`config.mk`:
```
export PLATFORM = sky130hd
export DESIGN_NAME = mls_sequencer
export DESIGN_NICKNAME = d
export VERILOG_FILES = /design/src/common/mls_pkg.sv /design/src/rtl/mls_sequencer.sv
export SDC_FILE = /design/constraint.sdc
export NUM_CORES = 1
export LEC_CHECK = 0
export ABC_AREA = 1
export BUFFER_PORTS_ARGS = -buffer_cell sky130_fd_sc_hd__buf_4
export CORE_AREA = 2 2 150 167
export DETAILED_ROUTE_END_ITERATION = 8
export DIE_AREA = 0 0 152 169
export HOLD_SLACK_MARGIN = 0.12
export PLACE_DENSITY_LB_ADDON = 0.2
export SLEW_MARGIN = 25
export SYNTH_ARGS = -nofsm -noshare
export SYNTH_HDL_FRONTEND = slang
export SYNTH_SLANG_ARGS = --single-unit
```
`constraint.sdc`:
```
create_clock -name clock -period 5 [get_ports clock]
set_clock_uncertainty 0.15 [all_clocks]
set_input_delay 0.5 -clock clock [delete_from_list [all_inputs] [get_ports clock]]
set_output_delay 0.5 -clock clock [all_outputs]
set_load 0.02 [all_outputs]
```
`src/common/mls_pkg.sv`:
```
`default_nettype none
package mls_pkg;
    // Register map
    localparam logic [7:0] MEAS_CTRL_OFS = 8'h0A;
    localparam int CTRL_W = 16;
    localparam int OPC_LSB = 0;
    localparam int PULL_BIT = 2;
    localparam int ADCOFF_BIT = 3;
    localparam logic [CTRL_W-1:0] CTRL_RST = 16'h0000;

    // Loop control codes
    localparam logic [1:0] OPC_DSPRST = 2'h0;
    localparam logic [1:0] OPC_DSPLOAD = 2'h1;
    localparam logic [1:0] OPC_NORMAL = 2'h2;
    localparam logic [1:0] OPC_FORCE = 2'h3;

    // Reported loop state codes
    localparam logic [1:0] ST_CODE_IDLE = 2'h0;
    localparam logic [1:0] ST_CODE_ARM = 2'h1;
    localparam logic [1:0] ST_CODE_MEAS = 2'h2;
    localparam logic [1:0] ST_CODE_TRIG = 2'h3;

    localparam int SMP_W = 16;
    localparam int FIFO_DEPTH = 16;

    typedef enum {
        LOOP_IDLE,
        LOOP_ARM,
        LOOP_TRIG,
        LOOP_MEAS
    } mls_loop_t;

    typedef struct packed {
        logic adcOff;
        logic pullSync;
        logic [1:0] opcode;
    } mls_ctrl_t;

    typedef struct packed {
        logic valid;
        logic [SMP_W-1:0] data;
    } mls_smp_t;
endpackage
`default_nettype wire

```
`src/rtl/mls_sequencer.sv`:
```
// Notes on behaviour
// - Bits 1-0 of control word select how SYNC edges are used.
// - Code 00 stays idle; SYNC fall resets the DSP section.
// - Code 01 stays idle; SYNC fall triggers DSP register load/readback.
// - Code 10 runs the idle, arm, trigger, measure loop on SYNC.
// - Writing 11 forces idle, then stores 10 for normal looping.
// - Control bit 2 pulls SYNC low; zero releases it.
// - Control bit 3 blocks converter samples from the zoom mixer.
// - All loop changes happen on the sample clock edge.
// - Idle writes nothing into FIFO but keeps draining old data.
// - Any stored code other than 2 holds the loop idle.
// - In normal mode a SYNC fall while idle enters arm.
// - Entering arm flushes old data and starts storing new samples.
// - Arm holds SYNC low until pretrigger met; SYNC high enters trigger.
// - Trigger keeps storing and drops samples beyond the pretrigger span.
// - A SYNC fall during trigger enters measure.
// - Measure keeps collecting and presents FIFO data on output port.
// - Measure holds SYNC low until block done or FIFO overflow.
// - After stopping, SYNC released; SYNC high returns loop to idle.
// - In measure, FIFO writes win over reads.
// - Loop state reported as 0 idle, 1 arm, 2 measure, 3 trigger.
// - Single-block setting one means block mode, zero continuous.
`timescale 1ns/1ps
`default_nettype none

module mls_fifo #(
    parameter int WIDTH = 16,
    parameter int DEPTH = 16
) (
    input wire logic clock,
    input wire logic srst,
    input wire logic flush,
    input wire logic inValid,
    output logic inReady,
    input wire logic [WIDTH-1:0] inData,
    output logic outValid,
    input wire logic outReady,
    output logic [WIDTH-1:0] outData,
    output logic [$clog2(DEPTH+1)-1:0] level
);
    localparam int AW = $clog2(DEPTH);
    localparam int CW = $clog2(DEPTH+1);
    logic [WIDTH-1:0] mem [DEPTH];
    logic [AW-1:0] wrPtr_ff;
    logic [AW-1:0] rdPtr_ff;
    logic [CW-1:0] cnt_ff;
    logic doWr;
    logic doRd;
    assign inReady = (cnt_ff != CW'(DEPTH));
    assign outValid = (cnt_ff != '0);
    assign outData = mem[rdPtr_ff];
    assign level = cnt_ff;
    assign doWr = inValid && inReady;
    assign doRd = outValid && outReady;
    function automatic logic [AW-1:0] bump(input logic [AW-1:0] p);
        bump = (p == AW'(DEPTH - 1)) ? '0 : p + 1'b1;
    endfunction
    always_ff @(posedge clock)
    begin
        if (doWr)
        begin
            mem[wrPtr_ff] <= inData;
        end
    end

    always_ff @(posedge clock)
    begin
        if (srst || flush)
        begin
            wrPtr_ff <= '0;
            rdPtr_ff <= '0;
            cnt_ff <= '0;
        end
        else
        begin
            if (doWr)
            begin
                wrPtr_ff <= bump(wrPtr_ff);
            end
            if (doRd)
            begin
                rdPtr_ff <= bump(rdPtr_ff);
            end
            if (doWr && !doRd)
            begin
                cnt_ff <= cnt_ff + 1'b1;
            end
            else if (doRd && !doWr)
            begin
                cnt_ff <= cnt_ff - 1'b1;
            end
        end
    end
endmodule

module mls_sequencer #(
    parameter int DEPTH = mls_pkg::FIFO_DEPTH,
    parameter int WIDTH = mls_pkg::SMP_W
) (
    input wire logic clock,
    input wire logic srst,
    input wire logic regWrStb,
    input wire logic [7:0] regAddr,
    input wire logic [mls_pkg::CTRL_W-1:0] regWrData,
    input wire logic blockMode,
    input wire logic [$clog2(DEPTH+1)-1:0] preTrigLen,
    input wire logic [$clog2(DEPTH+1)-1:0] blockLen,
    input wire logic syncIn,
    output logic syncOut,
    output logic syncOe,
    input wire mls_pkg::mls_smp_t adcSmp,
    output mls_pkg::mls_smp_t mixSmp,
    input wire mls_pkg::mls_smp_t filtSmp,
    output mls_pkg::mls_smp_t outSmp,
    input wire logic outReady,
    output logic dspReset,
    output logic dspLoad,
    output logic [1:0] loopState,
    output logic collecting
);
    localparam int CW = $clog2(DEPTH+1);
    mls_pkg::mls_ctrl_t ctrl_ff;
    mls_pkg::mls_loop_t state_ff;
    mls_pkg::mls_loop_t nxt_state;
    logic syncS_ff;
    logic syncP_ff;
    logic syncFall;
    logic syncRise;
    logic ctrlWr;
    logic forceIdle;
    logic stopped_ff;
    logic [CW-1:0] postCnt_ff;
    logic fifoFlush;
    logic fifoInValid;
    logic fifoInReady;
    logic fifoOutValid;
    logic fifoOutReady;
    logic [WIDTH-1:0] fifoOutData;
    logic [CW-1:0] level;
    logic storing;
    logic drop;
    logic preMet;
    logic blockDone;
    logic overflow;
    logic pullReq;
    logic outLoad;
    function automatic logic [1:0] stateCode(input mls_pkg::mls_loop_t s);
        unique case (s)
            mls_pkg::LOOP_IDLE: stateCode = mls_pkg::ST_CODE_IDLE;
            mls_pkg::LOOP_ARM: stateCode = mls_pkg::ST_CODE_ARM;
            mls_pkg::LOOP_TRIG: stateCode = mls_pkg::ST_CODE_TRIG;
            mls_pkg::LOOP_MEAS: stateCode = mls_pkg::ST_CODE_MEAS;
        endcase
    endfunction

    assign ctrlWr = regWrStb && (regAddr == mls_pkg::MEAS_CTRL_OFS);
    assign forceIdle = ctrlWr
        && (regWrData[mls_pkg::OPC_LSB+:2] == mls_pkg::OPC_FORCE);

    always_ff @(posedge clock)
    begin
        if (srst)
        begin
            ctrl_ff <= mls_pkg::CTRL_RST[3:0];
        end
        else if (ctrlWr)
        begin
            ctrl_ff.opcode <= forceIdle ? mls_pkg::OPC_NORMAL
                                        : regWrData[mls_pkg::OPC_LSB+:2];
            ctrl_ff.pullSync <= regWrData[mls_pkg::PULL_BIT];
            ctrl_ff.adcOff <= regWrData[mls_pkg::ADCOFF_BIT];
        end
    end

    always_ff @(posedge clock)
    begin
        if (srst)
        begin
            syncS_ff <= 1'b1;
            syncP_ff <= 1'b1;
        end
        else
        begin
            syncS_ff <= syncIn;
            syncP_ff <= syncS_ff;
        end
    end

    assign syncFall = syncP_ff && !syncS_ff;
    assign syncRise = !syncP_ff && syncS_ff;

    assign drop = (state_ff == mls_pkg::LOOP_TRIG) && (level != '0)
        && (filtSmp.valid ? (level >= preTrigLen) : (level > preTrigLen));
    assign preMet = level >= preTrigLen;
    assign blockDone = blockMode && (postCnt_ff >= blockLen - preTrigLen);
    assign overflow = !blockMode && filtSmp.valid && !fifoInReady;
    assign storing = (state_ff != mls_pkg::LOOP_IDLE) && !stopped_ff
        && !((state_ff == mls_pkg::LOOP_MEAS) && blockDone);
    assign fifoInValid = storing && filtSmp.valid;

    always_comb
    begin
        nxt_state = state_ff;
        unique case (state_ff)
            mls_pkg::LOOP_IDLE: if (syncFall) nxt_state = mls_pkg::LOOP_ARM;
            mls_pkg::LOOP_ARM: if (syncRise) nxt_state = mls_pkg::LOOP_TRIG;
            mls_pkg::LOOP_TRIG: if (syncFall) nxt_state = mls_pkg::LOOP_MEAS;
            mls_pkg::LOOP_MEAS: if (syncRise) nxt_state = mls_pkg::LOOP_IDLE;
        endcase
    end

    always_ff @(posedge clock)
    begin
        if (srst)
        begin
            state_ff <= mls_pkg::LOOP_IDLE;
        end
        else if (forceIdle || ctrl_ff.opcode != mls_pkg::OPC_NORMAL)
        begin
            state_ff <= mls_pkg::LOOP_IDLE;
        end
        else
        begin
            state_ff <= nxt_state;
        end
    end

    assign fifoFlush = (state_ff == mls_pkg::LOOP_IDLE)
        && (nxt_state == mls_pkg::LOOP_ARM)
        && (ctrl_ff.opcode == mls_pkg::OPC_NORMAL) && !forceIdle;

    always_ff @(posedge clock)
    begin
        if (srst || state_ff != mls_pkg::LOOP_MEAS)
        begin
            stopped_ff <= 1'b0;
            postCnt_ff <= '0;
        end
        else
        begin
            if (overflow || blockDone)
            begin
                stopped_ff <= 1'b1;
            end
            if (fifoInValid && fifoInReady)
            begin
                postCnt_ff <= postCnt_ff + 1'b1;
            end
        end
    end

    assign pullReq = ctrl_ff.pullSync
        || ((state_ff == mls_pkg::LOOP_ARM) && !preMet)
        || ((state_ff == mls_pkg::LOOP_MEAS) && storing && !overflow);

    always_ff @(posedge clock)
    begin
        if (srst)
        begin
            syncOe <= 1'b0;
            syncOut <= 1'b0;
        end
        else
        begin
            syncOe <= pullReq;
            syncOut <= 1'b0;
        end
    end

    always_ff @(posedge clock)
    begin
        if (srst)
        begin
            dspReset <= 1'b0;
            dspLoad <= 1'b0;
        end
        else
        begin
            dspReset <= syncFall && ctrl_ff.opcode == mls_pkg::OPC_DSPRST;
            dspLoad <= syncFall && ctrl_ff.opcode == mls_pkg::OPC_DSPLOAD;
        end
    end

    always_ff @(posedge clock)
    begin
        if (srst)
        begin
            mixSmp <= '0;
        end
        else
        begin
            mixSmp.valid <= adcSmp.valid && !ctrl_ff.adcOff;
            mixSmp.data <= ctrl_ff.adcOff ? '0 : adcSmp.data;
        end
    end

    // present data in idle or measure
    assign outLoad = !outSmp.valid || outReady;
    assign fifoOutReady = drop || (outLoad
        && (state_ff == mls_pkg::LOOP_IDLE
            || (state_ff == mls_pkg::LOOP_MEAS && !fifoInValid)));

    always_ff @(posedge clock)
    begin
        if (srst || fifoFlush)
        begin
            outSmp <= '0;
        end
        else if (outLoad)
        begin
            outSmp.valid <= fifoOutValid && fifoOutReady && !drop;
            outSmp.data <= fifoOutData;
        end
    end

    always_ff @(posedge clock)
    begin
        if (srst)
        begin
            loopState <= mls_pkg::ST_CODE_IDLE;
            collecting <= 1'b0;
        end
        else
        begin
            loopState <= stateCode(state_ff);
            collecting <= storing;
        end
    end

    mls_fifo #(
        .WIDTH(WIDTH),
        .DEPTH(DEPTH)
    ) uFifo (
        .clock(clock),
        .srst(srst),
        .flush(fifoFlush),
        .inValid(fifoInValid),
        .inReady(fifoInReady),
        .inData(filtSmp.data),
        .outValid(fifoOutValid),
        .outReady(fifoOutReady),
        .outData(fifoOutData),
        .level(level)
    );
endmodule

`default_nettype wire
```
-- Yosys cells after proc, flatten, opt, wreduce, memory -nomap -nowiden
Memory sizes are Yosys's and may differ from the RTL's. A register that Yosys moved wholly into a read port is not among the register bits.
Cells that the tools add are included.
- latch bits: 0
- output and inout port bits: 41
- bits in read-only memories: 0
- memories kept: 1
- logic and storage cells: 120
- input port bits: 74
- bits in registers: 81
- bits in writable memories: 256
- memory list (name ; depth ; bits a word ; rd ports ; clocked after Yosys merged registers in ; wr ports ; RTL line ; RTL):
    uFifo.mem ; 16 ; 16 ; 1 ; 1 ; 1 ; mls_sequencer.sv:43 ; logic [WIDTH-1:0] mem [DEPTH];
- mux-type cells: 14
- div/mod/pow operators: 0
- shifts and indexed selects: 0
- eq/ne operators: 16
- magnitude comparators: 3
- bitwise logic cells: 0
- multiply operators: 0
- reduce and logical (&&, ||, !) cells: 61
- $add $sub $neg: 6
- operators with widths (cell ; number):
    equality test 32 x 2 -> 1 bit, second input constant ; 4
    2-to-1 mux 32 bit ; 4
    one-hot mux 32 bit (4 select lines) ; 1
    equality test 32 x 3 -> 1 bit, second input constant ; 2
    logical NOT 32 bit ; 2
    equality test 32 x 1 -> 1 bit, second input constant ; 1
    != test 32 x 3 -> 1 bit, second input constant ; 1
    nonzero test 32 bit ; 1
    logical AND 1 bit ; 29
    logical NOT 1 bit ; 15
    adder 5 x 1 -> 5 bit, second input constant ; 2
    greater-or-equal comparator 5 bit ; 2
    2-to-1 mux 5 bit ; 2
    logical OR 1 bit ; 9
    adder 4 x 1 -> 4 bit, second input constant ; 2
    equality test 4 bit, second input constant ; 2
    equality test 8 x 4 -> 1 bit, second input constant ; 1
    2-to-1 mux 4 bit ; 2
    one-hot mux 2 bit (4 select lines) ; 1
    greater-than comparator 5 bit ; 1
    != test 5 bit, second input constant ; 1
    nonzero test 5 bit ; 1
    subtractor 5 x 1 -> 5 bit, second input constant ; 1
    subtractor 5 bit ; 1
    8 further kinds ; 12

-- Logic depth before layout (Yosys ltp)
- word-level depth: 16
- gate-level depth with buffers: 30
- depth with buffers taken out: 30

-- Modules after synthesis
From an unflattened synthesis, not the netlist that was laid out.
- cell total of the unflattened synthesis: 1579
- area total of the unflattened synthesis: 15298.4 um2
- by module, submodules not included (module ; cells each ; times used ; sequential area each (um2) ; area an instance (um2)):
    mls_fifo ; 1097 ; 1 ; 8027.7 ; 11489.8
    mls_sequencer ; 482 ; 1 ; 1681.6 ; 3808.7

-- Worst setup path before layout
OpenSTA, ideal clock, no wires.
- path type: input port to flip-flop
- from: input port blockLen[0]
- to: register uFifo.cnt_ff[4], in the netlist uFifo.level[4]
- data required time: 4.734 ns
- arrival: 3.880 ns
- setup time: 0.116 ns
- slack: 0.854 ns
- stages: 24
- buffers on the path: 1
- cells stage by stage: inv_1 ha_1 fa_1 nor2_1 a211oi_1 xor2_1 ha_1 a21oi_1 nand2_1 nor2_1 nor2_1 nand2_1 nand4_2 inv_1 buf_4 ha_1 inv_1 fa_1 a21o_1 a21oi_1 nor2_1 nor2_1 xor2_1 nor2_1
- elaborated cells between the ends (all ways): 20
- classes of those cells: add/sub (1); order compare (1); mux (1); reduce/logical (17)
- RTL lines (element ; RTL line ; RTL):
    from (decl) ; mls_sequencer.sv:107 ; input wire logic [$clog2(DEPTH+1)-1:0] blockLen,
    subtractor 5 bit (*) ; mls_sequencer.sv:195 ; assign blockDone = blockMode && (postCnt_ff >= blockLen - preTrigLen);
    greater-or-equal comparator 5 bit (*) ; mls_sequencer.sv:195 ;
    logical AND 1 bit (*) ; mls_sequencer.sv:195 ;
    logical AND 1 bit (*) ; mls_sequencer.sv:198 ; && !((state_ff == mls_pkg::LOOP_MEAS) && blockDone);
    logical NOT 1 bit (*) ; mls_sequencer.sv:198 ;
    logical AND 1 bit (*) ; mls_sequencer.sv:198 ;
    logical AND 1 bit (*) ; mls_sequencer.sv:199 ; assign fifoInValid = storing && filtSmp.valid;
    logical AND 1 bit (*) ; mls_sequencer.sv:53 ; assign doWr = inValid && inReady;
    net uFifo.doWr ; mls_sequencer.sv:47 ; logic doWr;
    logical NOT 1 bit ; mls_sequencer.sv:88 ; else if (doRd && !doWr)
    logical AND 1 bit ; mls_sequencer.sv:88 ;
    nonzero test 2 bit (no source line) ; - ;
    to (signal assigned) ; mls_sequencer.sv:86 ; cnt_ff <= cnt_ff + 1'b1;
    to (signal assigned) ; mls_sequencer.sv:90 ; cnt_ff <= cnt_ff - 1'b1;
    to (decl) ; mls_sequencer.sv:46 ; logic [CW-1:0] cnt_ff;
Mark *: on every way through the listed nets, which the timed path passes. The rest lies on a longest branch.
A chain may end at the register's enable or synchronous reset.

-- Worst setup path after layout
- from: input port preTrigLen[0]
- to: register uFifo.cnt_ff[4], in the netlist uFifo.level[4]
- word-level cells in the longest chain between the ends: 16
- elaborated cells between the ends (all ways): 24
- classes of those cells: add/sub (1); order compare (3); mux (2); reduce/logical (18)
- ends and longest elaborated chain (element ; RTL line ; RTL):
    from (decl) ; mls_sequencer.sv:106 ; input wire logic [$clog2(DEPTH+1)-1:0] preTrigLen,
    subtractor 5 bit ; mls_sequencer.sv:195 ;
    greater-or-equal comparator 5 bit ; mls_sequencer.sv:195 ;
    logical AND 1 bit ; mls_sequencer.sv:195 ;
    logical AND 1 bit ; mls_sequencer.sv:198 ;
    logical NOT 1 bit ; mls_sequencer.sv:198 ;
    logical AND 1 bit ; mls_sequencer.sv:198 ;
    logical AND 1 bit ; mls_sequencer.sv:199 ;
    logical NOT 1 bit ; mls_sequencer.sv:301 ; || (state_ff == mls_pkg::LOOP_MEAS && !fifoInValid)));
    logical AND 1 bit ; mls_sequencer.sv:301 ;
    logical OR 1 bit ; mls_sequencer.sv:301 ;
    logical AND 1 bit ; mls_sequencer.sv:300 ; && (state_ff == mls_pkg::LOOP_IDLE
    logical OR 1 bit ; mls_sequencer.sv:299 ; assign fifoOutReady = drop || (outLoad
    logical AND 1 bit ; mls_sequencer.sv:54 ; assign doRd = outValid && outReady;
    logical NOT 1 bit ; mls_sequencer.sv:84 ; if (doWr && !doRd)
    logical AND 1 bit ; mls_sequencer.sv:84 ;
    2-to-1 mux 5 bit / nonzero test 2 bit (equally long branches) ; - ;
Several ways; a longest one is shown, not always the timed one.

==> results.json <==
{
  "die_h_um": 169,
  "criticalPathCategory": "in -> reg",
  "routed_wl_um": 32800,
  "syn_area_sq_um": 14200,
  "end_kind": "flip-flop",
  "antenna_found_initial": 0,
  "place_congestion": 0.844,
  "ant_nets": 0,
  "async_flop_share_pct": 0,
  "hold_start": "regWrData[0]",
  "synth_nets": 1359,
  "yosys.area.top_type": "edfxtp_1",
  "setup.worst_path.start": "preTrigLen[0]",
  "numCtsBuffers": 35,
  "num_vias": 9845,
  "hold_viol": 0,
  "grt_usage_pct": 25.5,
  "maxSlewViolCount": 0,
  "cts_tree": "built",
  "fin_setup_tns_ns": 0,
  "fmax_mhz": 243,
  "fp.coreArea_sq_um": 24100,
  "placed_area_sq_um": 15300,
  "diodes": 0,
  "fin_nets": 1475,
  "rsz0062_at_grt": "false",
  "utilization_pct": 69.1,
  "crit_required_ns": 5.23,
  "crit_fanout": 6,
  "synth_seq_cells": 353,
  "drv_cap": 0,
  "cp_data_arrival_time_ns": 4.36,
  "critPathSlowestCell": "fa_1",
  "ir_worst_vdd_mv": 0.307,
  "cts_resized": 0,
  "drc": 0,
  "finalSetupViolCount": 0,
  "hold_class": "in -> reg",
  "worst_pin_slew_ns": 1.02,
  "root_buffer": "clkbuf_16",
  "use_met1_pct": 33.2,
  "synth_area_leaders": "edfxtp_1, dfxtp_1, nor2_1, o21ai_0, o221ai_1",
  "post_cts_buffers": 0,
  "overflow": 0,
  "crit_top_cell": "nand2_1",
  "yosys_warnings": 0,
  "power_density_nw_per_um2": 448,
  "yosys.area.top_type_share_pct": 54.1,
  "ys.flop_type": "edfxtp_1",
  "hpwl_um": 18800,
  "seq_area_frac_synth_pct": 67.7,
  "clk_pin_slew_worst_paths_ns": 0.06,
  "drtIter0Drc": 742,
  "final_area_sq_um": 16700,
  "dieArea_sq_um": 25700,
  "cts_buffer_depth": 3,
  "firstDrtPassIters": 5,
  "min_period_ns": 4.12,
  "first_global_vias": 9779,
  "postCtsHoldBufs": 22,
  "clock-sinks": 353,
  "status": "finished, final reports clean",
  "cp-start-kind": "primary input",
  "grt_pass1_wl_um": 51500,
  "max_stage_delay_ns": 0.41,
  "cts_max_level": 2,
  "fp.dieW_um": 152,
  "r2r-start": "uFifo.level[0]",
  "rows": 60,
  "r2r_setup_slack_ns": 1.46,
  "clk_latency_ns": 0.51,
  "gr-max-usage-layer": "met2",
  "syn_inst": 1259,
  "vias_per_cell": 5.76,
  "leakagePower_uw": 0.00606,
  "syn_avg_cell_area_sq_um": 11.3,
  "n_fill_cell": 1683,
  "drt-wirelength-per-cell_um": 19.2,
  "start_util_pct": 59.0,
  "yosys.cell_types.count": 44,
  "area_growth_syn_to_layout_pct": 17.1,
  "grtUsageMet2_pct": 42.8,
  "io_buffers": 101,
  "synth_edf_count": 256,
  "relSlewSlack_pct": 32.1,
  "use_met3_pct": 5.50,
  "num_io_pins": 115,
  "finalCritPeriodShare_pct": 82.5,
  "grt_max_degree": 92,
  "layout-drive-gt1-share_pct": 16.6
}
==> state kept, by name, summed over array words and instances (netlist names) <==
register and cells:
state_ff 32, collecting 1, outSmp 17, syncS_ff 1, stopped_ff 1, uFifo.rdPtr_ff 4
syncOe 1, postCnt_ff 5, mixSmp 17, uFifo.wrPtr_ff 4, uFifo.mem 256, dspReset 1
uFifo.level 5, syncP_ff 1, loopState 2, ctrl_ff 4, dspLoad 1
==> through the flow <==
stage | instances | setup slack [ns] | hold slack (ns) | total power (uW)
after floorplan | 1259 | 0.854 | 0.250 | 4470
after global placement | 1626 | 0.452 | 0.259 | 4910
after detailed placement | 1626 | 0.365 | 0.269 | 4950
after CTS | 1710 | 0.880 | 0.138 | 7480
after global routing | 1710 | 0.528 | 0.147 | 7800
final | 1710 | 0.877 | 0.148 | 7460
==> cell usage in the layout (no fill, tap or decap), types with 2 or more instances in the layout <==
master         instances
clkinv_2               6
fa_1                   2
dfxtp_2                2
nor3_1                10
clkbuf_8               2
o211ai_1              10
nor4_1                 3
nand4_1                4
o22ai_1               10
xor2_1                 7
nor2_1               244
buf_12                 3
inv_2                  3
o221ai_1              54
nand2_2                5
o21ai_0              147
or2_2                  5
clkinv_1               5
nor2_4                 2
edfxtp_1             256
xnor2_1                3
nand3_1               60
a211oi_1               2
nor2_2                21
buf_4                125
bufinv_16              2
dfxtp_1               94
nand2_1               96
a21oi_2               10
o21ai_1               10
clkbuf_16             37
a21oi_1               15
clkbuf_1              11
dlygate4sd3_1         22
inv_1                 72
nand3_2                2
ha_1                  24
nand2_4                3
==> path summary, 6_finish.rpt <==
| path | to | cells after the start |
|---|---|---|
| worst min-delay path | ctrl_ff[0] | 3 |
| worst max register to register | uFifo.level[4] | 18 |
| worst max-delay path | uFifo.level[4] | 29 |
| worst min register to register | syncP_ff | 2 |
==> critical path: cells and delay by family <==
family	cells	cell delay [ns]
AOI/OAI and AO/OA	3	0.43
xor gates and xnor gates	2	0.31
adders and majority gates	5	1.53
buffers and inverters	3	0.27
and+or+nand+nor	16	1.28
==> cell usage after synthesis, types with 2 or more instances <==
cell      count
dfxtp_1      97
buf_1         3
inv_1        73
nand2_4       3
nor4_1        3
o221ai_1     54
a211oi_1      2
fa_1          2
o21ai_0     147
nand3_1      60
clkbuf_1     47
nor3_1       10
buf_2        13
xor2_1        7
xnor2_1       3
buf_6         2
o211ai_1     10
edfxtp_1    256
o21ai_1      10
nand2_2       5
a21oi_1      15
nor2_1      260
o22ai_1      10
nand2_1      96
nor2_4        2
buf_4         5
nand3_2       2
inv_2         3
nand4_1       4
or2_2         5
a21oi_2      10
ha_1         24
nor2_2        5
==> power by group <==
group / total [uW] / internal [uW] / leakage (uW) / switching [uW]
Clock: 2540 / 1490 / 0.000544 / 1040
Combinational: 1580 / 540 / 0.00243 / 1040
Sequential: 3340 / 3230 / 0.00309 / 106
Total: 7460 / 5260 / 0.00606 / 2190
==> kinds of logic (layout without fill, tap and decap cells) <==
family          Yosys count  in the layout  share of synthesized area (%)
simple gates            457            457                           13.5
flops                   353            353                           67.7
compound gates          263            263                           11.3
buf+inv                 149            290                           4.41
fa+ha+maj                26             26                           2.39
xor+xnor                 10             10                          0.616
other cells               1              1                         0.0264
==> per-layer routing <==
metal  share of wire [%]  up-vias  routed length [um]
met5                   0        -                   0
met4                 3.1        0                1010
met3                 8.8       82                2880
met2                  48      427               15800
met1                  40     4660               13100
li1                    -     4676                   -
==> final cells by class <==
cell class	count	area [sq um]	share of cell area, %
clock buffers	50	995	5.97
multi-input cells	757	4000	24.0
well taps	310	388	2.33
repair buffers	150	1220	7.32
inverters	78	295	1.77
flip-flops and latches	353	9640	57.9
clock inverters	12	115	0.691
No activity file was read; power rests on OpenSTA's default activity.
